$ cat src/design/gp_timer_pkg.sv
// package for the general timer channel: register map, fields, reset values
// assumes a 32-bit axi4-lite register bus, one register per aligned word
package gp_timer_pkg;
    // register byte offsets
    localparam logic [7:0] OFF_CTRL = 8'h00;   // run flag and options
    localparam logic [7:0] OFF_MODE = 8'h04;   // mode register
    localparam logic [7:0] OFF_COUNT = 8'h08;  // count: read counter, write reload
    localparam logic [7:0] OFF_STAT = 8'h0C;   // status: reload and output level
    // ctrl fields
    localparam int CTRL_RUN = 0;
    localparam int CTRL_GATE_EN = 1;
    localparam int CTRL_GATE_LVL = 2;
    localparam int CTRL_PULSE_EN = 3;
    localparam int CTRL_FREE_RUN = 4;
    localparam int CTRL_UP = 5;
    localparam int CTRL_DIR_PIN = 6;
    localparam int CTRL_EDGE_FALL = 7;
    localparam int CTRL_SRC_LO = 8;
    localparam int CTRL_SRC_W = 2;
    // mode field: two low bits of the mode register
    localparam int MODE_W = 2;
    localparam logic [1:0] MODE_INTERVAL = 2'h0;
    localparam logic [1:0] MODE_EVENT = 2'h1;
    // internal clock selects
    localparam logic [1:0] SRC_DIV1 = 2'h0;
    localparam logic [1:0] SRC_DIV8 = 2'h1;
    localparam logic [1:0] SRC_DIV32 = 2'h2;
    localparam logic [1:0] SRC_SUB32 = 2'h3;
    // event source select (same field in event mode)
    localparam logic [1:0] EVT_PIN = 2'h0;
    localparam logic [1:0] EVT_GRP2 = 2'h1;
    localparam logic [1:0] EVT_NEIGH = 2'h2;
    // divider tap counts
    localparam logic [4:0] DIV8_LAST = 5'h07;
    localparam logic [4:0] DIV32_LAST = 5'h1F;
    // reset values
    localparam logic [15:0] COUNT_RST = 16'hFFFF;
    localparam logic [31:0] CTRL_RST = 32'h0000_0000;
    // axi responses
    localparam logic [1:0] RESP_OKAY = 2'h0;
    localparam logic [1:0] RESP_SLVERR = 2'h2;
endpackage

$ cat src/design/gp_timer.sv
// one 16-bit general timer channel: interval-timer and single-phase event modes
// assumes: axi4-lite master on i_mclk; pins and sub clock are asynchronous
// Operation
// - interval mode counts div1, div8, div32, subclk div32
// - interval counts down, reloads on underflow
// - interval underflow period is n plus one
// - counting only while run flag set
// - interval mode requests interrupt on underflow
// - count read returns live counter
// - stopped write loads reload and counter
// - running write loads reload only
// - gate pin level enables interval counting
// - pulse output toggles on each underflow
// - event counts pin edges or timer overflows
// - direction by software or output pin
// - event mode reloads on wrap unless free-run
// - up period is ffff minus n plus one
// - down period is n plus one
// - event mode requests interrupt on wrap
// - free-run wraps without reload
// - pulse output toggles on event wrap
// - output pin is port, pulse, or direction
// - channels one and two have no pins
// - this channel does single-phase counting only
// - mode from two low mode bits
// - counter and reload are 16 bits
//
// The AXI4-Lite interface to the registers and the register addresses are this design's own decisions.
`timescale 1ns/10ps
module gp_timer
    import gp_timer_pkg::*;
#(
    parameter int CHANNEL = 0,       // channel index 0..4
    parameter int WIDTH = 16         // counter width
) (
    // clock and reset
    input wire logic i_mclk,
    input wire logic i_rst_b,
    // axi4-lite write address and data
    input wire logic i_awvalid,
    output logic o_awready,
    input wire logic [7:0] i_awaddr,
    input wire logic i_wvalid,
    output logic o_wready,
    input wire logic [31:0] i_wdata,
    input wire logic [3:0] i_wstrb,
    output logic o_bvalid,
    input wire logic i_bready,
    output logic [1:0] o_bresp,
    // axi4-lite read
    input wire logic i_arvalid,
    output logic o_arready,
    input wire logic [7:0] i_araddr,
    output logic o_rvalid,
    input wire logic i_rready,
    output logic [31:0] o_rdata,
    output logic [1:0] o_rresp,
    // pins and neighbour events
    input wire logic i_channel_input_pin,
    input wire logic i_channel_output_pin,
    output logic o_channel_output_pin,
    output logic o_channel_output_pin_oe,
    input wire logic i_subclk,
    input wire logic i_second_group_timer_two,
    input wire logic i_neighbour_channel,
    // wrap pulse for other channels and interrupt request
    output logic o_wrap,
    output logic o_irq
);
    // elaboration check: only the 16-bit counter and channels 0..4 are served
    if (WIDTH != 16 || CHANNEL < 0 || CHANNEL > 4) begin : g_bad_param
        $error("gp_timer: unsupported WIDTH or CHANNEL");
    end
    localparam bit HAS_PINS = (CHANNEL != 1) && (CHANNEL != 2);
    localparam logic [WIDTH-1:0] CNT_MAX = '1;

    // byte-laned merge of a write into a word
    function automatic logic [31:0] merge(input logic [31:0] old, input logic [31:0] d,
                                          input logic [3:0] s);
        logic [31:0] r;
        r = old;
        for (int b = 0; b < 4; b++) begin
            if (s[b]) begin
                r[8*b +: 8] = d[8*b +: 8];
            end
        end
        return r;
    endfunction

    // --- synchronisers: three flops, change accepted when 2nd and 3rd agree
    logic [2:0] sync_in, sync_dir, sync_sub;     // stage chains
    logic [2:0] next_sync_in, next_sync_dir, next_sync_sub;
    logic in_lvl, dir_lvl, sub_lvl;              // filtered levels
    logic next_in_lvl, next_dir_lvl, next_sub_lvl;
    // filter: change counted once stages 2 and 3 agree
    always_comb begin
        next_sync_in = {sync_in[1:0], i_channel_input_pin & HAS_PINS};
        next_sync_dir = {sync_dir[1:0], i_channel_output_pin & HAS_PINS};
        next_sync_sub = {sync_sub[1:0], i_subclk};
        next_in_lvl = (sync_in[1] == sync_in[2]) ? sync_in[2] : in_lvl;
        next_dir_lvl = (sync_dir[1] == sync_dir[2]) ? sync_dir[2] : dir_lvl;
        next_sub_lvl = (sync_sub[1] == sync_sub[2]) ? sync_sub[2] : sub_lvl;
    end
    // synchroniser registers
    always_ff @(posedge i_mclk or negedge i_rst_b) begin
        if (!i_rst_b) begin
            sync_in <= 3'h0;
            sync_dir <= 3'h0;
            sync_sub <= 3'h0;
            in_lvl <= 1'b0;
            dir_lvl <= 1'b0;
            sub_lvl <= 1'b0;
        end else begin
            sync_in <= next_sync_in;
            sync_dir <= next_sync_dir;
            sync_sub <= next_sync_sub;
            in_lvl <= next_in_lvl;
            dir_lvl <= next_dir_lvl;
            sub_lvl <= next_sub_lvl;
        end
    end

    // --- registers
    logic [31:0] ctrl;               // control bits
    logic [MODE_W-1:0] mode;         // operating mode
    logic [WIDTH-1:0] reload;        // reload register
    logic [WIDTH-1:0] count;         // live counter
    logic out_lvl;                   // pulse output level
    logic [4:0] div8_cnt, div32_cnt, sub_cnt;  // prescalers
    logic sub_prev;                  // last filtered sub clock
    logic in_prev;                   // last filtered input pin
    logic [31:0] next_ctrl;
    logic [MODE_W-1:0] next_mode;
    logic [WIDTH-1:0] next_reload, next_count;
    logic next_out_lvl, next_sub_prev, next_in_prev;
    logic [4:0] next_div8_cnt, next_div32_cnt, next_sub_cnt;

    // decoded control
    logic run, is_event, up, tick, wr_count, wrap;
    logic [1:0] src;
    logic wr_fire;                   // write accepted this cycle
    logic [7:0] wr_addr;
    logic [31:0] wr_data;
    logic [3:0] wr_strb;
    logic [31:0] mode_word, count_word;  // write images merged by byte lane

    // count source selection and step
    always_comb begin
        run = ctrl[CTRL_RUN];
        is_event = (mode == MODE_EVENT);
        src = ctrl[CTRL_SRC_LO +: CTRL_SRC_W];
        up = is_event && (ctrl[CTRL_DIR_PIN] && HAS_PINS ? dir_lvl : ctrl[CTRL_UP]);
        next_div8_cnt = (div8_cnt == DIV8_LAST) ? 5'h00 : div8_cnt + 5'h01;
        next_div32_cnt = (div32_cnt == DIV32_LAST) ? 5'h00 : div32_cnt + 5'h01;
        next_sub_prev = sub_lvl;
        next_in_prev = in_lvl;
        next_sub_cnt = sub_cnt;
        if (sub_lvl && !sub_prev) begin
            next_sub_cnt = (sub_cnt == DIV32_LAST) ? 5'h00 : sub_cnt + 5'h01;
        end
        tick = 1'b0;
        if (!is_event) begin
            unique case (src)
                SRC_DIV1: tick = 1'b1;
                SRC_DIV8: tick = (div8_cnt == DIV8_LAST);
                SRC_DIV32: tick = (div32_cnt == DIV32_LAST);
                SRC_SUB32: tick = sub_lvl && !sub_prev && (sub_cnt == DIV32_LAST);
            endcase
            if (ctrl[CTRL_GATE_EN] && HAS_PINS && (in_lvl != ctrl[CTRL_GATE_LVL])) begin
                tick = 1'b0;
            end
        end else begin
            unique case (src)
                EVT_PIN: tick = HAS_PINS && (ctrl[CTRL_EDGE_FALL] ? (in_prev && !in_lvl)
                                                                 : (!in_prev && in_lvl));
                EVT_GRP2: tick = i_second_group_timer_two;
                EVT_NEIGH: tick = i_neighbour_channel;
                default: tick = 1'b0;
            endcase
        end
        tick = tick && run;
        // wrap: underflow from zero down, overflow from all ones up
        wrap = tick && (up ? (count == CNT_MAX) : (count == '0));
    end

    // counter, reload, output and register writes
    always_comb begin
        next_ctrl = ctrl;
        next_mode = mode;
        next_reload = reload;
        next_count = count;
        next_out_lvl = out_lvl;
        wr_count = wr_fire && (wr_addr == OFF_COUNT);
        mode_word = merge(32'h0000_0000, wr_data, wr_strb);
        count_word = merge({16'h0000, reload}, wr_data, wr_strb);
        if (tick) begin
            if (wrap) begin
                // interval always reloads; event reloads unless free-run
                if (!is_event || !ctrl[CTRL_FREE_RUN]) begin
                    next_count = reload;
                end else begin
                    next_count = up ? '0 : CNT_MAX;
                end
                if (ctrl[CTRL_PULSE_EN]) begin
                    next_out_lvl = !out_lvl;
                end
            end else begin
                next_count = up ? count + 16'h0001 : count - 16'h0001;
            end
        end
        if (wr_fire && wr_addr == OFF_CTRL) begin
            next_ctrl = merge(ctrl, wr_data, wr_strb);
        end
        if (wr_fire && wr_addr == OFF_MODE) begin
            next_mode = mode_word[MODE_W-1:0];
        end
        if (wr_count) begin
            next_reload = count_word[WIDTH-1:0];
            if (!run) begin
                next_count = count_word[WIDTH-1:0];
            end
        end
    end

    // timer state registers
    always_ff @(posedge i_mclk or negedge i_rst_b) begin
        if (!i_rst_b) begin
            ctrl <= CTRL_RST;
            mode <= MODE_INTERVAL;
            reload <= COUNT_RST;
            count <= COUNT_RST;
            out_lvl <= 1'b0;
            div8_cnt <= 5'h00;
            div32_cnt <= 5'h00;
            sub_cnt <= 5'h00;
            sub_prev <= 1'b0;
            in_prev <= 1'b0;
        end else begin
            ctrl <= next_ctrl;
            mode <= next_mode;
            reload <= next_reload;
            count <= next_count;
            out_lvl <= next_out_lvl;
            div8_cnt <= next_div8_cnt;
            div32_cnt <= next_div32_cnt;
            sub_cnt <= next_sub_cnt;
            sub_prev <= next_sub_prev;
            in_prev <= next_in_prev;
        end
    end

    // pins, wrap pulse and interrupt request, all registered
    logic next_pin_oe;
    always_comb begin
        // pulse drives the pin; direction-input use or plain port releases it
        next_pin_oe = HAS_PINS && ctrl[CTRL_PULSE_EN] && !(is_event && ctrl[CTRL_DIR_PIN]);
    end
    always_ff @(posedge i_mclk or negedge i_rst_b) begin
        if (!i_rst_b) begin
            o_channel_output_pin <= 1'b0;
            o_channel_output_pin_oe <= 1'b0;
            o_wrap <= 1'b0;
            o_irq <= 1'b0;
        end else begin
            o_channel_output_pin <= next_out_lvl;
            o_channel_output_pin_oe <= next_pin_oe;
            o_wrap <= wrap;
            o_irq <= wrap;
        end
    end

    // --- axi4-lite write: take aw and w in either order, respond after both
    logic aw_held, w_held;
    logic next_aw_held, next_w_held, next_bvalid;
    logic [1:0] next_bresp;
    logic [7:0] aw_addr, next_aw_addr;
    logic [31:0] w_data, next_w_data;
    logic [3:0] w_strb, next_w_strb;
    always_comb begin
        next_aw_held = aw_held;
        next_w_held = w_held;
        next_aw_addr = aw_addr;
        next_w_data = w_data;
        next_w_strb = w_strb;
        next_bvalid = o_bvalid;
        next_bresp = o_bresp;
        if (i_awvalid && o_awready) begin
            next_aw_held = 1'b1;
            next_aw_addr = i_awaddr;
        end
        if (i_wvalid && o_wready) begin
            next_w_held = 1'b1;
            next_w_data = i_wdata;
            next_w_strb = i_wstrb;
        end
        wr_fire = aw_held && w_held && !o_bvalid;
        wr_addr = aw_addr;
        wr_data = w_data;
        wr_strb = w_strb;
        if (wr_fire) begin
            next_aw_held = 1'b0;
            next_w_held = 1'b0;
            next_bvalid = 1'b1;
            next_bresp = (aw_addr == OFF_CTRL || aw_addr == OFF_MODE || aw_addr == OFF_COUNT)
                         ? RESP_OKAY : RESP_SLVERR;
        end else if (o_bvalid && i_bready) begin
            next_bvalid = 1'b0;
        end
    end
    // write channel registers
    always_ff @(posedge i_mclk or negedge i_rst_b) begin
        if (!i_rst_b) begin
            aw_held <= 1'b0;
            w_held <= 1'b0;
            aw_addr <= 8'h00;
            w_data <= 32'h0000_0000;
            w_strb <= 4'h0;
            o_awready <= 1'b0;
            o_wready <= 1'b0;
            o_bvalid <= 1'b0;
            o_bresp <= RESP_OKAY;
        end else begin
            aw_held <= next_aw_held;
            w_held <= next_w_held;
            aw_addr <= next_aw_addr;
            w_data <= next_w_data;
            w_strb <= next_w_strb;
            o_awready <= !next_aw_held && !next_bvalid && !(i_awvalid && o_awready);
            o_wready <= !next_w_held && !next_bvalid && !(i_wvalid && o_wready);
            o_bvalid <= next_bvalid;
            o_bresp <= next_bresp;
        end
    end

    // --- axi4-lite read: status shows reload value and pulse output level
    logic next_rvalid;
    logic [31:0] next_rdata;
    logic [1:0] next_rresp;
    always_comb begin
        next_rvalid = o_rvalid;
        next_rdata = o_rdata;
        next_rresp = o_rresp;
        if (i_arvalid && o_arready) begin
            next_rvalid = 1'b1;
            next_rresp = RESP_OKAY;
            unique case (i_araddr)
                OFF_CTRL: next_rdata = ctrl;
                OFF_MODE: next_rdata = {30'h0000_0000, mode};
                OFF_COUNT: next_rdata = {16'h0000, count};
                OFF_STAT: next_rdata = {15'h0000, out_lvl, reload};
                default: begin
                    next_rdata = 32'h0000_0000;
                    next_rresp = RESP_SLVERR;
                end
            endcase
        end else if (o_rvalid && i_rready) begin
            next_rvalid = 1'b0;
        end
    end
    // read channel registers
    always_ff @(posedge i_mclk or negedge i_rst_b) begin
        if (!i_rst_b) begin
            o_arready <= 1'b0;
            o_rvalid <= 1'b0;
            o_rdata <= 32'h0000_0000;
            o_rresp <= RESP_OKAY;
        end else begin
            o_arready <= !next_rvalid && !(i_arvalid && o_arready);
            o_rvalid <= next_rvalid;
            o_rdata <= next_rdata;
            o_rresp <= next_rresp;
        end
    end

    // --- checks
    a_run_stops: assert property (@(posedge i_mclk) disable iff (!i_rst_b)
        !$past(run) && !$past(wr_count) |-> count == $past(count))
        else $error("counter moved while stopped");
    a_irq_on_wrap: assert property (@(posedge i_mclk) disable iff (!i_rst_b)
        wrap |=> o_irq)
        else $error("wrap without interrupt request");
    a_wrap_reload: assert property (@(posedge i_mclk) disable iff (!i_rst_b)
        wrap && !(is_event && ctrl[CTRL_FREE_RUN]) && !wr_count |=> count == $past(reload))
        else $error("no reload at wrap");
    a_free_wrap: assert property (@(posedge i_mclk) disable iff (!i_rst_b)
        wrap && is_event && ctrl[CTRL_FREE_RUN] && !up && !wr_count |=> count == 16'hFFFF)
        else $error("free-run did not wrap");
    a_pulse_flip: assert property (@(posedge i_mclk) disable iff (!i_rst_b)
        wrap && ctrl[CTRL_PULSE_EN] |=> o_channel_output_pin != $past(o_channel_output_pin))
        else $error("output pin did not toggle");
    a_stop_write: assert property (@(posedge i_mclk) disable iff (!i_rst_b)
        wr_count && !run && wr_strb == 4'hF |=> count == $past(wr_data[15:0]))
        else $error("stopped write missed counter");
    a_run_write: assert property (@(posedge i_mclk) disable iff (!i_rst_b)
        wr_count && run && !tick |=> count == $past(count))
        else $error("running write touched counter");
    a_div1_step: assert property (@(posedge i_mclk) disable iff (!i_rst_b)
        run && !is_event && src == SRC_DIV1 && !ctrl[CTRL_GATE_EN] && count > 16'h0001
        && !wr_count |=> count == $past(count) - 16'h0001)
        else $error("div1 count step wrong");
    c_interval_wrap: cover property (@(posedge i_mclk) disable iff (!i_rst_b) wrap && !is_event);
    c_event_up: cover property (@(posedge i_mclk) disable iff (!i_rst_b) wrap && up);
    c_run_write: cover property (@(posedge i_mclk) disable iff (!i_rst_b) wr_count && run);
endmodule // gp_timer

$ cat config.mk
export PLATFORM = sky130hd
export DESIGN_NAME = gp_timer
export DESIGN_NICKNAME = d
export VERILOG_FILES = /design/src/design/gp_timer_pkg.sv /design/src/design/gp_timer.sv
export SDC_FILE = /design/constraint.sdc
export NUM_CORES = 1
export LEC_CHECK = 0
export ABC_AREA = 1
export BUFFER_PORTS_ARGS = -buffer_cell sky130_fd_sc_hd__buf_2
export CAP_MARGIN = 20
export CORE_MARGIN = 8
export CORE_UTILIZATION = 55
export DETAILED_ROUTE_END_ITERATION = 10
export PLACE_DENSITY = 0.76
export SLEW_MARGIN = 25
export SYNTH_ARGS = -nofsm -noshare
export SYNTH_HDL_FRONTEND = slang
export SYNTH_SLANG_ARGS = --single-unit
export TNS_END_PERCENT = 30
$ cat constraint.sdc
create_clock -name i_mclk -period 2.25 [get_ports i_mclk]
set_input_delay 0.225 -clock i_mclk [delete_from_list [all_inputs] [get_ports i_mclk]]
set_output_delay 0.225 -clock i_mclk [all_outputs]
set_load 0.005 [all_outputs]
==> results.cfg <==
[critical_path]
reg2reg_slack_ps = 80
ff2ff_path_depth = 16
rr_endpoint = count[15]$_DFF_PN1_
critPathCaptureType = flip-flop
cp_max_fo = 8
critPathKind = flip-flop to flip-flop
start_kind = flip-flop
r2r_start = ctrl[6]$_DFFE_PN0P_
crit_arrival_ps = 2540
required_ps = 2620

[clock_network]
clk_path_buf_depth = 2
clock-sinks = 183
cts_tree = yes
clk_latency_ps = 440
cts-root-buf = clkbuf_16
clkTransAtPathRegs_ps = 70
htreeDepth = 4
cts_buffers = 17

[synthesis]
avgSynthCellArea_sq_um = 7.680
synth_cell_types = 36
synth_ff_type = dfrtp_1
yosysWarnings = 0
synth-seq-area-share = 0.5106
ys_async_sr_fraction = 1.000
syn_area_sq_um = 9047
synth_top_cell_area_share = 0.4176
synthCells = 1178
synth_edf_count = 0
synthTopCellsByArea = dfrtp_1, nand2_1, dfstp_2
yosys.area.top_type = dfrtp_1
synth_seq_cells = 183

[timing]
setup_viol = 0
finalClockSkew_ps = 8.780
period_needed_ps = 2173
final_hold_viol_count = 0
clock.fmax_ghz = 0.4601
fin_ws_ps = 76.69
final_max_slew_viol_count = 0
fin_crit_sh = 0.9659
tightest_slew_ps = 510.1
relSlewSlack = 0.6599

[min_path]
holdPathEnd = w_data[16]$_DFFE_PN0P_
hp-start = i_wdata[16]
hp-class = primary input to flip-flop
hold_path_depth = 3

[power]
p_per_area_nw_per_um2 = 1150
switching_power_w = 0.005246
leakagePower_nw = 5.807
pwr-share-clk = 0.223
irDropWorstVdd_mv = 0.6877
seqPwrFrac = 0.402
power.total_w = 0.01306
switching_share = 0.4018
power_frac_comb = 0.375
intPower_w = 0.007809

[global_route]
grt-ovfl-total = 0
grt_pass1_wl_mm = 41.08
track_usage = 0.2504
grt_max_degree = 54
antenna_found_initial = 0
grt_pass1_vias = 8413

[placement]
pre_cts_slack_ps = 58.72
placed_area_sq_um = 10060
gp_congestion = 0.9120
portBuffers = 106
hpwl_mm = 17.54

[routing]
vias = 8438
wl_per_cell_microns = 15.93
drc = 0
viasPerCell = 5.327
first_iter_violations = 622
ant_nets = 0
drt-total-wl_mm = 25.24
drt-pass1-iter-count = 6

[finish]
multi_input_comb_area_sq_um = 4024
seq_area_sq_um = 4619
fill_cells = 1315
drive_above_1_share = 0.2038
n_antenna_cell = 0
stdcell_area_sq_um = 11360
area_growth_pct = 25.52
fin_nets = 1435

[die]
die_area_sq_um = 20810
start_util = 0.5534
ios = 109
fp.coreArea_sq_um = 16350
die_y_microns = 144.3
std_cell_rows = 47
die_w_microns = 144.3

[run]
maxCapViolCount = 0

[status]
outcome = finished clean
worst max path at each step:
stage	slack, ps	cells after the start	startpoint	end
finish	80	16	ctrl[6]$_DFFE_PN0P_	count[15]$_DFF_PN1_
global route	-20	16	ctrl[6]$_DFFE_PN0P_	count[15]$_DFF_PN1_
CTS	40	14	mode[1]$_DFFE_PN0P_	count[14]$_DFF_PN1_
detailed placement	60	14	mode[1]$_DFFE_PN0P_	count[14]$_DFF_PN1_
global placement	110	13	mode[0]$_DFFE_PN0P_	count[6]$_DFF_PN1_
floorplan	190	12	mode[1]$_DFFE_PN0P_	count[15]$_DFF_PN1_
placed cells by master, fill, tap and decap left out, drive strengths merged, types with 11 or more instances in the layout:
master,instances
inv,143
dfstp,32
buf,152
clkbuf,20
a21oi,61
nand3,59
dlygate4sd3,35
ha,19
o31ai,11
dfrtp,151
nand2,415
nor2,107
o21ai,105
cell families after synthesis:
kind of cell / synth area share
DFF: 0.5106
xor gates and xnor gates: 0.006777
AOI/OAI and AO/OA: 0.1059
and+or+nand+nor: 0.2691
other: 0.0004145
buffers and inverters: 0.07537
adders and majority gates: 0.03181
what timing repair did:
action / 4_1_cts / 5_1_grt
resized for setup: 0 / 65
hold endpoints to repair: 65 / 0
buffers inserted: 0 / 4
hold buffers: 35 / 0
setup endpoints to repair: 0 / 17
cells in the mapped netlist, types with 11 or more instances:
cell,n
a21oi_1,61
dfstp_2,32
nand3_1,58
dfrtp_1,151
nand2_1,414
nor2_1,107
buf_2,11
ha_1,19
o21ai_0,103
inv_1,137
o31ai_1,11
clkbuf_1,20
stage by stage:
stage	hold slack, ps	setup TNS (ps)	instances	util
6_report	6.017	0	1584	0.6946
5_1_grt	2.552	-50.20	1584	0.6946
4_1_cts	0.9435	0	1578	0.6720
3_5_place_dp	167.8	0	1511	0.6153
3_3_place_gp	161.9	0	1511	0.6153
2_1_floorplan	-70.59	0	1179	-
power by group through the flow:
stage | clock network (W) | registers [W] | logic (W)
after floorplan | 0 | 0.00489 | 0.00312
after global placement | 0 | 0.00517 | 0.00416
after CTS | 0.00293 | 0.00516 | 0.00435
final | 0.00291 | 0.00524 | 0.00490
after detailed placement | 0 | 0.00520 | 0.00425
after global routing | 0.00305 | 0.00535 | 0.00558
sequential cells by signal (all words and copies together) (netlist names), 4 cells and up:
register	count
ctrl	32
o_rdata	32
w_data	32
count	16
reload	16
aw_addr	8
div32_cnt	5
div8_cnt	5
sub_cnt	5
w_strb	4
final cells by class:
cell class,count,area share
sequential,183,0.4068
multi-input combinational,821,0.3543
timing repair buffer,189,0.1173
inverter,139,0.04650
clock buffer,18,0.03867
tap,220,0.02424
clock inverter,14,0.01212
critical path: stages, from the launching register on:
cell	delay [ps]
dfrtp_1	400
inv_2	80
nand2_2	50
nand2_2	80
nand2_4	90
clkbuf_16	190
ha_4	280
nand2_1	120
inv_1	90
nand2_1	50
nand2_1	100
inv_1	60
nand2_1	80
nand3_1	90
nand3b_1	100
nand3_1	110
a21oi_2	130
metal layers:
metal  part of all wire  GRT usage  vias up
met1               0.43     0.3209     4008
met2               0.47     0.4104      327
met3              0.076    0.06042       36
met4              0.022    0.08215        0
met5                  0          0        -
li1                   -          -     4067
No activity file was read; power rests on OpenSTA's default activity.
